--- src/shared/cdt_consts.svh ---
/*
 * Constants of the coprocessor data transfer unit: instruction field
 * positions, class pattern, address arithmetic figures.
 * Assumes it is included by bare name wherever these figures are needed.
 */
// Function
// RQ1: execute only when condition field passes
// RQ2: decode offset, coprocessor number, register, base
// RQ3: bit 20 one loads, zero stores
// RQ4: core makes addresses, coprocessor moves data, count
// RQ5: coprocessor answers only its own number
// RQ6: coprocessor interprets length bit, register field
// RQ7: offset times four, added or subtracted
// RQ8: pre-index applies offset before use
// RQ9: write-back bit stores modified base
// RQ10: post-index never writes back implicitly
// RQ11: first word base, then four bytes up
// RQ12: low two address bits pass unmasked
// RQ13: program counter base reads instruction plus eight
// RQ14: never write back into program counter
// RQ15: abort takes data trap, still writes back
// RQ16: coprocessor keeps transfer restartable after abort
// RQ17: cost (n-1) sequential, two non-sequential, busy internal
// RQ18: no coprocessor fitted raises undefined trap
// RQ19: class recognised by bits 27:25 equal 110
`ifndef CDT_CONSTS_SVH
`define CDT_CONSTS_SVH

// field positions in the instruction word
`define CDT_COND_HI    31
`define CDT_COND_LO    28
`define CDT_CLASS_HI   27
`define CDT_CLASS_LO   25
`define CDT_PRE_BIT    24
`define CDT_UP_BIT     23
`define CDT_LEN_BIT    22
`define CDT_WB_BIT     21
`define CDT_LOAD_BIT   20
`define CDT_RN_HI      19
`define CDT_RN_LO      16
`define CDT_CRD_HI     15
`define CDT_CRD_LO     12
`define CDT_CPN_HI     11
`define CDT_CPN_LO     8
`define CDT_OFF_HI     7
`define CDT_OFF_LO     0

// class pattern and address figures
`define CDT_CLASS_PAT  3'h6
`define CDT_PC_INDEX   4'hF
`define CDT_PC_AHEAD   32'h0000_0008
`define CDT_WORD_STEP  32'h0000_0004

`endif

--- src/shared/cdt_pkg.sv ---
/*
 * Types of the coprocessor data transfer unit.
 * Assumes cdt_consts.svh is compiled alongside.
 */
package cdt_pkg;

    // decoded instruction fields
    typedef struct packed {
        logic [3:0] cond;   // condition code
        logic       pre;    // pre-index
        logic       up;     // add offset
        logic       len;    // length option, coprocessor's own
        logic       wb;     // write-back
        logic       load;   // memory to coprocessor
        logic [3:0] rn;     // base register index
        logic [3:0] coproc_reg_field;    // coprocessor register
        logic [3:0] cpn;    // coprocessor number
        logic [7:0] off;    // word offset
    } cdt_dec_t;

    // request shown to the coprocessor
    typedef struct packed {
        logic       active; // transfer under way
        logic [3:0] id;     // coproc_id_field
        logic [3:0] creg;   // coproc_reg_field
        logic       long_x; // length option
        logic       load;   // coproc_memory_read when set
    } cdt_cpreq_t;

    // controller states, gray along the path through CDT_WAIT; IDLE to XFER flips both bits
    typedef enum logic [1:0] {
        CDT_IDLE = 2'h0,
        CDT_WAIT = 2'h1,
        CDT_XFER = 2'h3,
        CDT_FIN  = 2'h2
    } cdt_state_t;

    // bus cycle class of the current cycle
    typedef enum logic [1:0] {
        CDT_CYC_NONE = 2'h0,
        CDT_CYC_N    = 2'h1,
        CDT_CYC_S    = 2'h2,
        CDT_CYC_I    = 2'h3
    } cdt_cyc_t;

endpackage : cdt_pkg

--- src/rtl/cdt_core.sv ---
/*
 * Coprocessor data transfer unit: decodes the coprocessor load/store
 * class, checks the condition, generates every word address, handles
 * the coprocessor busy wait, aborts and base write-back.
 * Assumes the core presents the instruction with its base register
 * value and address on a start pulse, a memory side that answers an
 * access with mem_abort in the same cycle, and that data buses run
 * directly between memory and the coprocessor.
 */
`include "cdt_consts.svh"

module cdt_core (
    input  wire logic                clock,
    input  wire logic                rst,
    input  wire logic                start,          // instruction offered
    input  wire logic [31:0]         instr,          // instruction word
    input  wire logic [3:0]          flags,          // N Z C V
    input  wire logic [31:0]         base_value,     // base_register contents
    input  wire logic [31:0]         instr_addr,     // address of instruction
    input  wire logic                coproc_present, // a coprocessor is fitted
    input  wire logic                cp_busy,        // coprocessor busy wait
    input  wire logic                cp_last,        // current word is the last
    input  wire logic                mem_abort,      // abort on current access
    output cdt_pkg::cdt_cpreq_t      cp_req,         // request to coprocessor
    output logic                     unit_busy,      // instruction under way
    output logic                     mem_valid,      // memory access this cycle
    output logic [31:0]              mem_addr,       // word address
    output logic                     mem_write,      // store to memory
    output logic                     mem_seq,        // sequential access
    output cdt_pkg::cdt_cyc_t        cyc_type,       // cycle class
    output logic                     done,           // instruction finished
    output logic                     executed,       // condition passed on a word of this class
    output logic                     undef_trap,     // undefined trap
    output logic                     data_trap,      // data abort trap
    output logic                     wb_valid,       // base write-back strobe
    output logic [3:0]               wb_index,       // register written back
    output logic [31:0]              wb_value        // modified base
);

    ////////////////////////////////////////////////////////////////////
    // functions

    // split the instruction word into its fields
    function automatic cdt_pkg::cdt_dec_t cdt_decode(input logic [31:0] w);
        cdt_pkg::cdt_dec_t d;
        d.cond = w[`CDT_COND_HI:`CDT_COND_LO];
        d.pre  = w[`CDT_PRE_BIT];
        d.up   = w[`CDT_UP_BIT];
        d.len  = w[`CDT_LEN_BIT];
        d.wb   = w[`CDT_WB_BIT];
        d.load = w[`CDT_LOAD_BIT]; // RQ3
        d.rn   = w[`CDT_RN_HI:`CDT_RN_LO]; // RQ2
        d.coproc_reg_field  = w[`CDT_CRD_HI:`CDT_CRD_LO]; // RQ2
        d.cpn  = w[`CDT_CPN_HI:`CDT_CPN_LO]; // RQ2
        d.off  = w[`CDT_OFF_HI:`CDT_OFF_LO]; // RQ2
        return d;
    endfunction : cdt_decode

    // condition test against N Z C V
    function automatic logic cdt_cond_pass(input logic [3:0] c,
                                           input logic [3:0] f);
        logic n;
        logic z;
        logic cy;
        logic v;
        logic r;
        n  = f[3];
        z  = f[2];
        cy = f[1];
        v  = f[0];
        unique case (c[3:1])
            3'h0:    r = z;
            3'h1:    r = cy;
            3'h2:    r = n;
            3'h3:    r = v;
            3'h4:    r = cy & ~z;
            3'h5:    r = (n == v);
            3'h6:    r = ~z & (n == v);
            default: r = 1'b1;
        endcase
        // odd codes invert; the never code stays false
        if (c == 4'hF) begin
            cdt_cond_pass = 1'b0;
        end else begin
            cdt_cond_pass = c[0] ? ~r : r;
        end
    endfunction : cdt_cond_pass

    ////////////////////////////////////////////////////////////////////
    // state and held decode

    cdt_pkg::cdt_state_t state_reg;       // controller state
    cdt_pkg::cdt_state_t state_next;      // its next value
    cdt_pkg::cdt_dec_t   dec_reg;         // fields of the held instruction
    logic [31:0]         mod_reg;         // offset-modified base
    logic                abort_reg;       // an access was aborted

    ////////////////////////////////////////////////////////////////////
    // combinational decode of the offered word

    cdt_pkg::cdt_dec_t dec_in;            // fields of the offered word
    logic [31:0]       base_eff;          // base after pc correction
    logic [31:0]       off_bytes;         // offset in bytes
    logic [31:0]       mod_base;          // base with offset applied
    logic [31:0]       first_addr;        // address of the first word
    logic              accept;            // start taken this cycle
    logic              in_class;          // word is of this class
    logic              cond_ok;           // condition passed
    logic              go_xfer;           // begin a real transfer
    logic              go_undef;          // no coprocessor, trap

    always_comb begin
        dec_in     = cdt_decode(instr);
        // pc as base reads ahead by the pipeline distance
        base_eff   = (dec_in.rn == `CDT_PC_INDEX) ? instr_addr + `CDT_PC_AHEAD
                                                  : base_value; // RQ13
        off_bytes  = {22'h000000, dec_in.off, 2'h0}; // RQ7
        mod_base   = dec_in.up ? base_eff + off_bytes
                               : base_eff - off_bytes; // RQ7
        first_addr = dec_in.pre ? mod_base : base_eff; // RQ8 RQ11
        accept     = start && (state_reg == cdt_pkg::CDT_IDLE);
        in_class   = (instr[`CDT_CLASS_HI:`CDT_CLASS_LO] == `CDT_CLASS_PAT); // RQ19
        cond_ok    = cdt_cond_pass(dec_in.cond, flags); // RQ1
        go_xfer    = accept && in_class && cond_ok && coproc_present;
        go_undef   = accept && in_class && cond_ok && !coproc_present; // RQ18
    end

    ////////////////////////////////////////////////////////////////////
    // next state

    always_comb begin
        state_next = state_reg;
        unique case (state_reg)
            cdt_pkg::CDT_IDLE: begin
                // a busy coprocessor holds off the first access
                if (go_xfer) begin
                    state_next = cp_busy ? cdt_pkg::CDT_WAIT
                                         : cdt_pkg::CDT_XFER;
                end
            end
            cdt_pkg::CDT_WAIT: begin
                if (!cp_busy) begin
                    state_next = cdt_pkg::CDT_XFER;
                end
            end
            cdt_pkg::CDT_XFER: begin
                // coprocessor ends the run; an abort ends it early
                if (mem_abort || cp_last) begin
                    state_next = cdt_pkg::CDT_FIN; // RQ4 RQ15
                end
            end
            cdt_pkg::CDT_FIN: begin
                state_next = cdt_pkg::CDT_IDLE;
            end
        endcase
    end

    // state register
    always_ff @(posedge clock) begin
        if (rst) begin
            state_reg <= cdt_pkg::CDT_IDLE;
        end else begin
            state_reg <= state_next;
        end
    end

    // hold fields and modified base for the whole instruction
    always_ff @(posedge clock) begin
        if (rst) begin
            dec_reg <= '0;
            mod_reg <= 32'h0000_0000;
        end else if (go_xfer) begin
            dec_reg <= dec_in;
            mod_reg <= mod_base;
        end
    end

    // abort memory, cleared at each new transfer
    always_ff @(posedge clock) begin
        if (rst) begin
            abort_reg <= 1'b0;
        end else if (go_xfer) begin
            abort_reg <= 1'b0;
        end else if (state_reg == cdt_pkg::CDT_XFER && mem_abort) begin
            abort_reg <= 1'b1; // RQ15
        end
    end

    ////////////////////////////////////////////////////////////////////
    // memory side

    always_ff @(posedge clock) begin
        if (rst) begin
            mem_valid <= 1'b0;
            mem_addr  <= 32'h0000_0000;
            mem_write <= 1'b0;
            mem_seq   <= 1'b0;
        end else begin
            unique case (state_next)
                cdt_pkg::CDT_XFER: begin
                    mem_valid <= 1'b1;
                    if (state_reg == cdt_pkg::CDT_XFER) begin
                        // later words climb one word; low bits kept as is
                        mem_addr <= mem_addr + `CDT_WORD_STEP; // RQ11 RQ12
                        mem_seq  <= 1'b1;
                    end else begin
                        mem_seq <= 1'b0;
                    end
                end
                default: begin
                    mem_valid <= 1'b0;
                    mem_seq   <= 1'b0;
                end
            endcase
            // first address loaded at acceptance, unmasked
            if (go_xfer) begin
                mem_addr  <= first_addr; // RQ4 RQ12
                mem_write <= !dec_in.load; // RQ3
            end
        end
    end

    ////////////////////////////////////////////////////////////////////
    // coprocessor side: fields passed on uninterpreted

    always_ff @(posedge clock) begin
        if (rst) begin
            cp_req    <= '0;
            unit_busy <= 1'b0;
        end else begin
            if (go_xfer) begin
                cp_req.id     <= dec_in.cpn; // RQ5
                cp_req.creg   <= dec_in.coproc_reg_field; // RQ6
                cp_req.long_x <= dec_in.len; // RQ6
                cp_req.load   <= dec_in.load; // RQ3
            end
            cp_req.active <= (state_next == cdt_pkg::CDT_WAIT)
                          || (state_next == cdt_pkg::CDT_XFER);
            unit_busy     <= (state_next != cdt_pkg::CDT_IDLE);
        end
    end

    ////////////////////////////////////////////////////////////////////
    // cycle class: busy wait is internal, first and last non-sequential

    always_ff @(posedge clock) begin
        if (rst) begin
            cyc_type <= cdt_pkg::CDT_CYC_NONE;
        end else begin
            unique case (state_next)
                cdt_pkg::CDT_WAIT: cyc_type <= cdt_pkg::CDT_CYC_I; // RQ17
                cdt_pkg::CDT_XFER: begin
                    cyc_type <= (state_reg == cdt_pkg::CDT_XFER)
                              ? cdt_pkg::CDT_CYC_S
                              : cdt_pkg::CDT_CYC_N; // RQ17
                end
                cdt_pkg::CDT_FIN:  cyc_type <= cdt_pkg::CDT_CYC_N; // RQ17
                default:           cyc_type <= cdt_pkg::CDT_CYC_NONE;
            endcase
        end
    end

    ////////////////////////////////////////////////////////////////////
    // completion, traps and base write-back

    always_ff @(posedge clock) begin
        if (rst) begin
            done       <= 1'b0;
            executed   <= 1'b0;
            undef_trap <= 1'b0;
            data_trap  <= 1'b0;
            wb_valid   <= 1'b0;
            wb_index   <= 4'h0;
            wb_value   <= 32'h0000_0000;
        end else begin
            // pulses by default
            done       <= 1'b0;
            undef_trap <= 1'b0;
            data_trap  <= 1'b0;
            wb_valid   <= 1'b0;
            if (accept && !(in_class && cond_ok)) begin
                // failed condition or foreign word: no effect at all
                done     <= 1'b1; // RQ1
                executed <= 1'b0;
            end else if (go_undef) begin
                // without a coprocessor software emulates the transfer
                done       <= 1'b1;
                executed   <= 1'b1;
                undef_trap <= 1'b1; // RQ18
            end else if (state_reg == cdt_pkg::CDT_FIN) begin
                done      <= 1'b1;
                executed  <= 1'b1;
                data_trap <= abort_reg; // RQ15
                // write-back only on explicit request, also on abort;
                // a pc base is never overwritten
                wb_valid  <= dec_reg.wb
                          && (dec_reg.rn != `CDT_PC_INDEX); // RQ9 RQ10 RQ14 RQ15
                wb_index  <= dec_reg.rn;
                wb_value  <= mod_reg; // RQ9
            end
        end
    end

endmodule : cdt_core

--- config.mk ---
export PLATFORM = sky130hd
export DESIGN_NAME = cdt_core
export DESIGN_NICKNAME = d
export VERILOG_FILES = /design/src/shared/cdt_pkg.sv /design/src/rtl/cdt_core.sv
export VERILOG_INCLUDE_DIRS = /design/src /design/src/shared
export SDC_FILE = /design/constraint.sdc
export NUM_CORES = 1
export LEC_CHECK = 0
export ABC_AREA = 1
export BUFFER_PORTS_ARGS = -buffer_cell sky130_fd_sc_hd__buf_2
export CORE_AREA = 2 2 140 142
export DETAILED_ROUTE_END_ITERATION = 7
export DIE_AREA = 0 0 142 144
export PLACE_DENSITY = 0.79
export SLEW_MARGIN = 20
export SYNTH_ARGS = -nofsm -noshare
export SYNTH_HDL_FRONTEND = slang
export SYNTH_SLANG_ARGS = --single-unit
export TNS_END_PERCENT = 1
--- constraint.sdc ---
create_clock -name clock -period 3.2 [get_ports clock]
set_input_delay 0.16 -clock clock [delete_from_list [all_inputs] [get_ports clock]]
set_output_delay 0.16 -clock clock [all_outputs]
set_load 0.03 [all_outputs]
==> results.md <==
- Number of flops mapped to enable cells by yosys: 0
- Largest net degree at the start of global routing: 55
- Initial cell density of the core: 46.0%
- Non-filler cells in the finished layout: around 1,900
- Layout Utilization: 60.4%
- Setup repair after global routing missed its margin: true
- Most Frequent Cell on Critical Path: sky130_fd_sc_hd__nand3_1
- Die area: 20,400 sq um
- Cells after DPL: 1,868
- Crit end category: register
- Buffer depth of the longest clock path: 2
- Count of pins over their slew limit: 0
- Post-synthesis sequential area ratio: 29.4%
- Root buffer cell: sky130_fd_sc_hd__clkbuf_16
- Leading post-synthesis cells by instance count: sky130_fd_sc_hd__nand2_1 (307), sky130_fd_sc_hd__nor2_1 (157), sky130_fd_sc_hd__o21ai_0 (135)
- Peak clock frequency supported by timing: 0.332 GHz
- DRC violations left: 0
- Fraction of registers with async set or reset after synthesis: 0%
- Final-layout setup total negative slack: 0 ns
- Highest net fanout along the worst path: 5
- Final ANT Viol Nets: 0
- Global placer's final weighted congestion: 1.01
- 1st-iter DRT viols: 948
- Clock transition at path regs: 0.06 ns
- Static Leakage: 5.58 nW
- Cell area after technology mapping: around 8800 sq um
- #FFs+latches synth: 129
- PD cells: 407 nW/um^2
- Top cell type's share of synthesized area: 29.4%
- Flip-flop cell with the highest count after synthesis: sky130_fd_sc_hd__dfxtp_1
- Slowest CP cell: sky130_fd_sc_hd__ha_1
- Result of the run: finished, final reports clean
- Antenna diode count: 0
- Final period util: 94.1%
- Worst Max-Slew Pin Slew: 0.812 ns
- Skew final: roughly 0.0075 ns
- Worst hold path class: in -> reg
- Wire length of the first global-routing pass: approximately 48 mm
- Vias in the first global route: 9,361
- Core ar.: between 15,000 and 20,000 sq um
- Mapped Nets: 1,502
- Tightest slew margin relative to the limit: 45.8%
- Gr usage total: 30.0%
- Setup ws final: 0.188 ns
- Maximum capacitance violations: 0
- Clock period minus worst slack: around 3.0 ns
- Largest cells by area after synthesis: sky130_fd_sc_hd__dfxtp_1 (29%), sky130_fd_sc_hd__nand2_1 (13%), sky130_fd_sc_hd__o21ai_0 (7.7%)
- Most frequently used cell type in the post-synthesis netlist: sky130_fd_sc_hd__nand2_1
- Critical setup path kind: in -> reg
- Number of levels the H-tree was split into: 4
- Cells along the critical path: buf_2 -> ha_1 -> nand3_2 -> nor2_4 -> nand2_1 -> nor2_4 -> nand3_1 -> xor2_1 -> a21oi_2 -> ha_1 -> nand2_2 -> o21ai_0 -> a21oi_2 -> nand3_1 -> or2_2 -> nand3_1 -> nand3_1 -> nand2_1 -> a21oi_1
- Initial antenna violation count: 0
- Area added between synthesis and finish: 31.3%
- GRT overflow: 0
- Worst voltage drop across the vdd grid: between 200 and 300 uV
- Number of rows created at floorplan: ~50
- Sinks on Clock Net: 129
- First-pass iteration count of the detailed router: 5
- Number of setup violations in the final report: 0
- Share of layout cells above drive strength 1: 25.2%
- Maximum single-stage delay on the critical path: 0.33 ns
- Fin. Hold Viols: 0
- Area of the multi-input gates: approximately 5500 sq um
- Count of filler cells inserted in the layout: about 1,800
- Detailed-route wire length: slightly above 30 mm
- Combined flip-flop and latch cell area: 2580 sq um
- Largest area contributor in the synthesized netlist: sky130_fd_sc_hd__dfxtp_1
- Number of buffers created by CTS: 17
- Clock insertion delay at the later pin of the skew report: 0.42 ns
- Synthesized instance count: 1,361
- Final nets: 1,806
- Y dimension of the die: 144 um
- YS warnings: 0
- Critical path arrival: 3.31 ns
- Post-DR wirelength/cell: 16.2 um
- Post-DP HPWL: 24.5 mm
- CP required: 3.50 ns
- Post-synthesis cell type count: between 40 and 50
- Post-Place Setup Slack: -0.346 ns
- PortBufs: 196
- Die outline width: approximately 140 um
- Vias per inst: 5.32
- Via Count: 10,200
- Clock tree from TritonCTS: yes
- Mean Syn Cell Area: 6.45 sq um
- Ports placed on the boundary: 197
- Worst Setup Start Kind: input pin
## metrics by stage
| step | hold WS [ns] | power (W) | area [sq um] |
|---|---|---|---|
| 2_1_floorplan | 0.234 | 0.00229 | 8770 |
| 3_3_place_gp | 0.358 | 0.00284 | 10700 |
| 3_5_place_dp | 0.368 | 0.00284 | 10700 |
| 4_1_cts | 0.00581 | 0.00466 | 11400 |
| 5_1_grt | 0.0275 | 0.00488 | 11500 |
| 6_report | 0.0140 | 0.00468 | 11500 |
## path summary, 6_finish.rpt
path                            start                   endpoint  slack (ns)  cells after the start
min reg2reg  dec_reg[21]$_SDFFE_PP0N_        wb_valid$_SDFF_PP0_        0.44                      2
max reg2reg   state_reg[0]$_SDFF_PP0_  mem_addr[10]$_SDFFE_PP0P_        1.13                     11
min                           cp_busy     cyc_type[1]$_SDFF_PP0_        0.01                      3
max                     instr_addr[3]  mem_addr[21]$_SDFFE_PP0P_        0.19                     19
## worst max-delay path: cells and delay by family
kind / cells / cell delay, ns
buffers and inverters: 1 / 0.14
adder cells (fa/ha/maj): 2 / 0.56
XOR/XNOR: 1 / 0.16
AND/OR/NAND/NOR: 11 / 1.62
AO/OA/AOI/OAI: 4 / 0.65
## repair_timing
| action | 4_1_cts | 5_1_grt |
|---|---|---|
| hold buffers | 15 | 0 |
| setup endpoints to repair | 0 | 18 |
| hold endpoints to repair | 15 | 0 |
| gates resized for setup | 0 | 17 |
| setup buffers | 0 | 1 |
## where the power goes
part | leakage (nW) | switching, W | internal [W]
combinational | 4.27 | 0.000713 | 0.000508
clock | 0.268 | 0.000745 | 0.00107
sequential | 1.04 | 0.0000172 | 0.00163
total | 5.58 | 0.00147 | 0.00321
## final cells by class
type,count,share of cell area [%]
Inverter,147,4.79
Multi-Input combinational cell,1038,47.5
Tap cell,238,2.59
Timing Repair Buffer,332,17.8
Clock inverter,11,0.695
Clock buffer,21,4.17
Sequential cell,129,22.4
## cell usage in the layout (no fill, tap or decap), types with 15 or more instances in the layout
cell type,n
sky130_fd_sc_hd__nand2_1,306
sky130_fd_sc_hd__buf_2,196
sky130_fd_sc_hd__nor2_1,154
sky130_fd_sc_hd__inv_1,134
sky130_fd_sc_hd__o21ai_0,132
sky130_fd_sc_hd__dfxtp_1,129
sky130_fd_sc_hd__buf_4,120
sky130_fd_sc_hd__a21oi_1,94
sky130_fd_sc_hd__nand3_1,68
sky130_fd_sc_hd__xor2_1,39
sky130_fd_sc_hd__ha_1,32
sky130_fd_sc_hd__nor3_1,30
sky130_fd_sc_hd__o21ai_1,24
sky130_fd_sc_hd__nand4_1,18
sky130_fd_sc_hd__clkbuf_16,17
sky130_fd_sc_hd__xnor2_1,16
sky130_fd_sc_hd__dlygate4sd3_1,15
## routing by layer
layer	wire length [um]	vias up	part of all wire (%)	track usage [%]
met2	13800	461	45	48.1
met3	2400	53	7.8	4.80
li1	-	5110	-	-
met1	13700	4578	44	40.5
met4	1030	0	3.3	11.8
met5	0	-	0	0
## logic make-up (layout without fill, tap and decap cells)
group	after synthesis	in the layout	synth area share, %
flip-flops	129	129	29.4
adder cells (fa/ha/maj)	34	34	4.94
XOR/XNOR	57	57	5.69
AND/OR/NAND/NOR	638	638	31.8
buffers and inverters	194	511	8.93
AO/OA/AOI/OAI	309	309	19.3
Note: power is estimated with default switching activity, not from simulation.
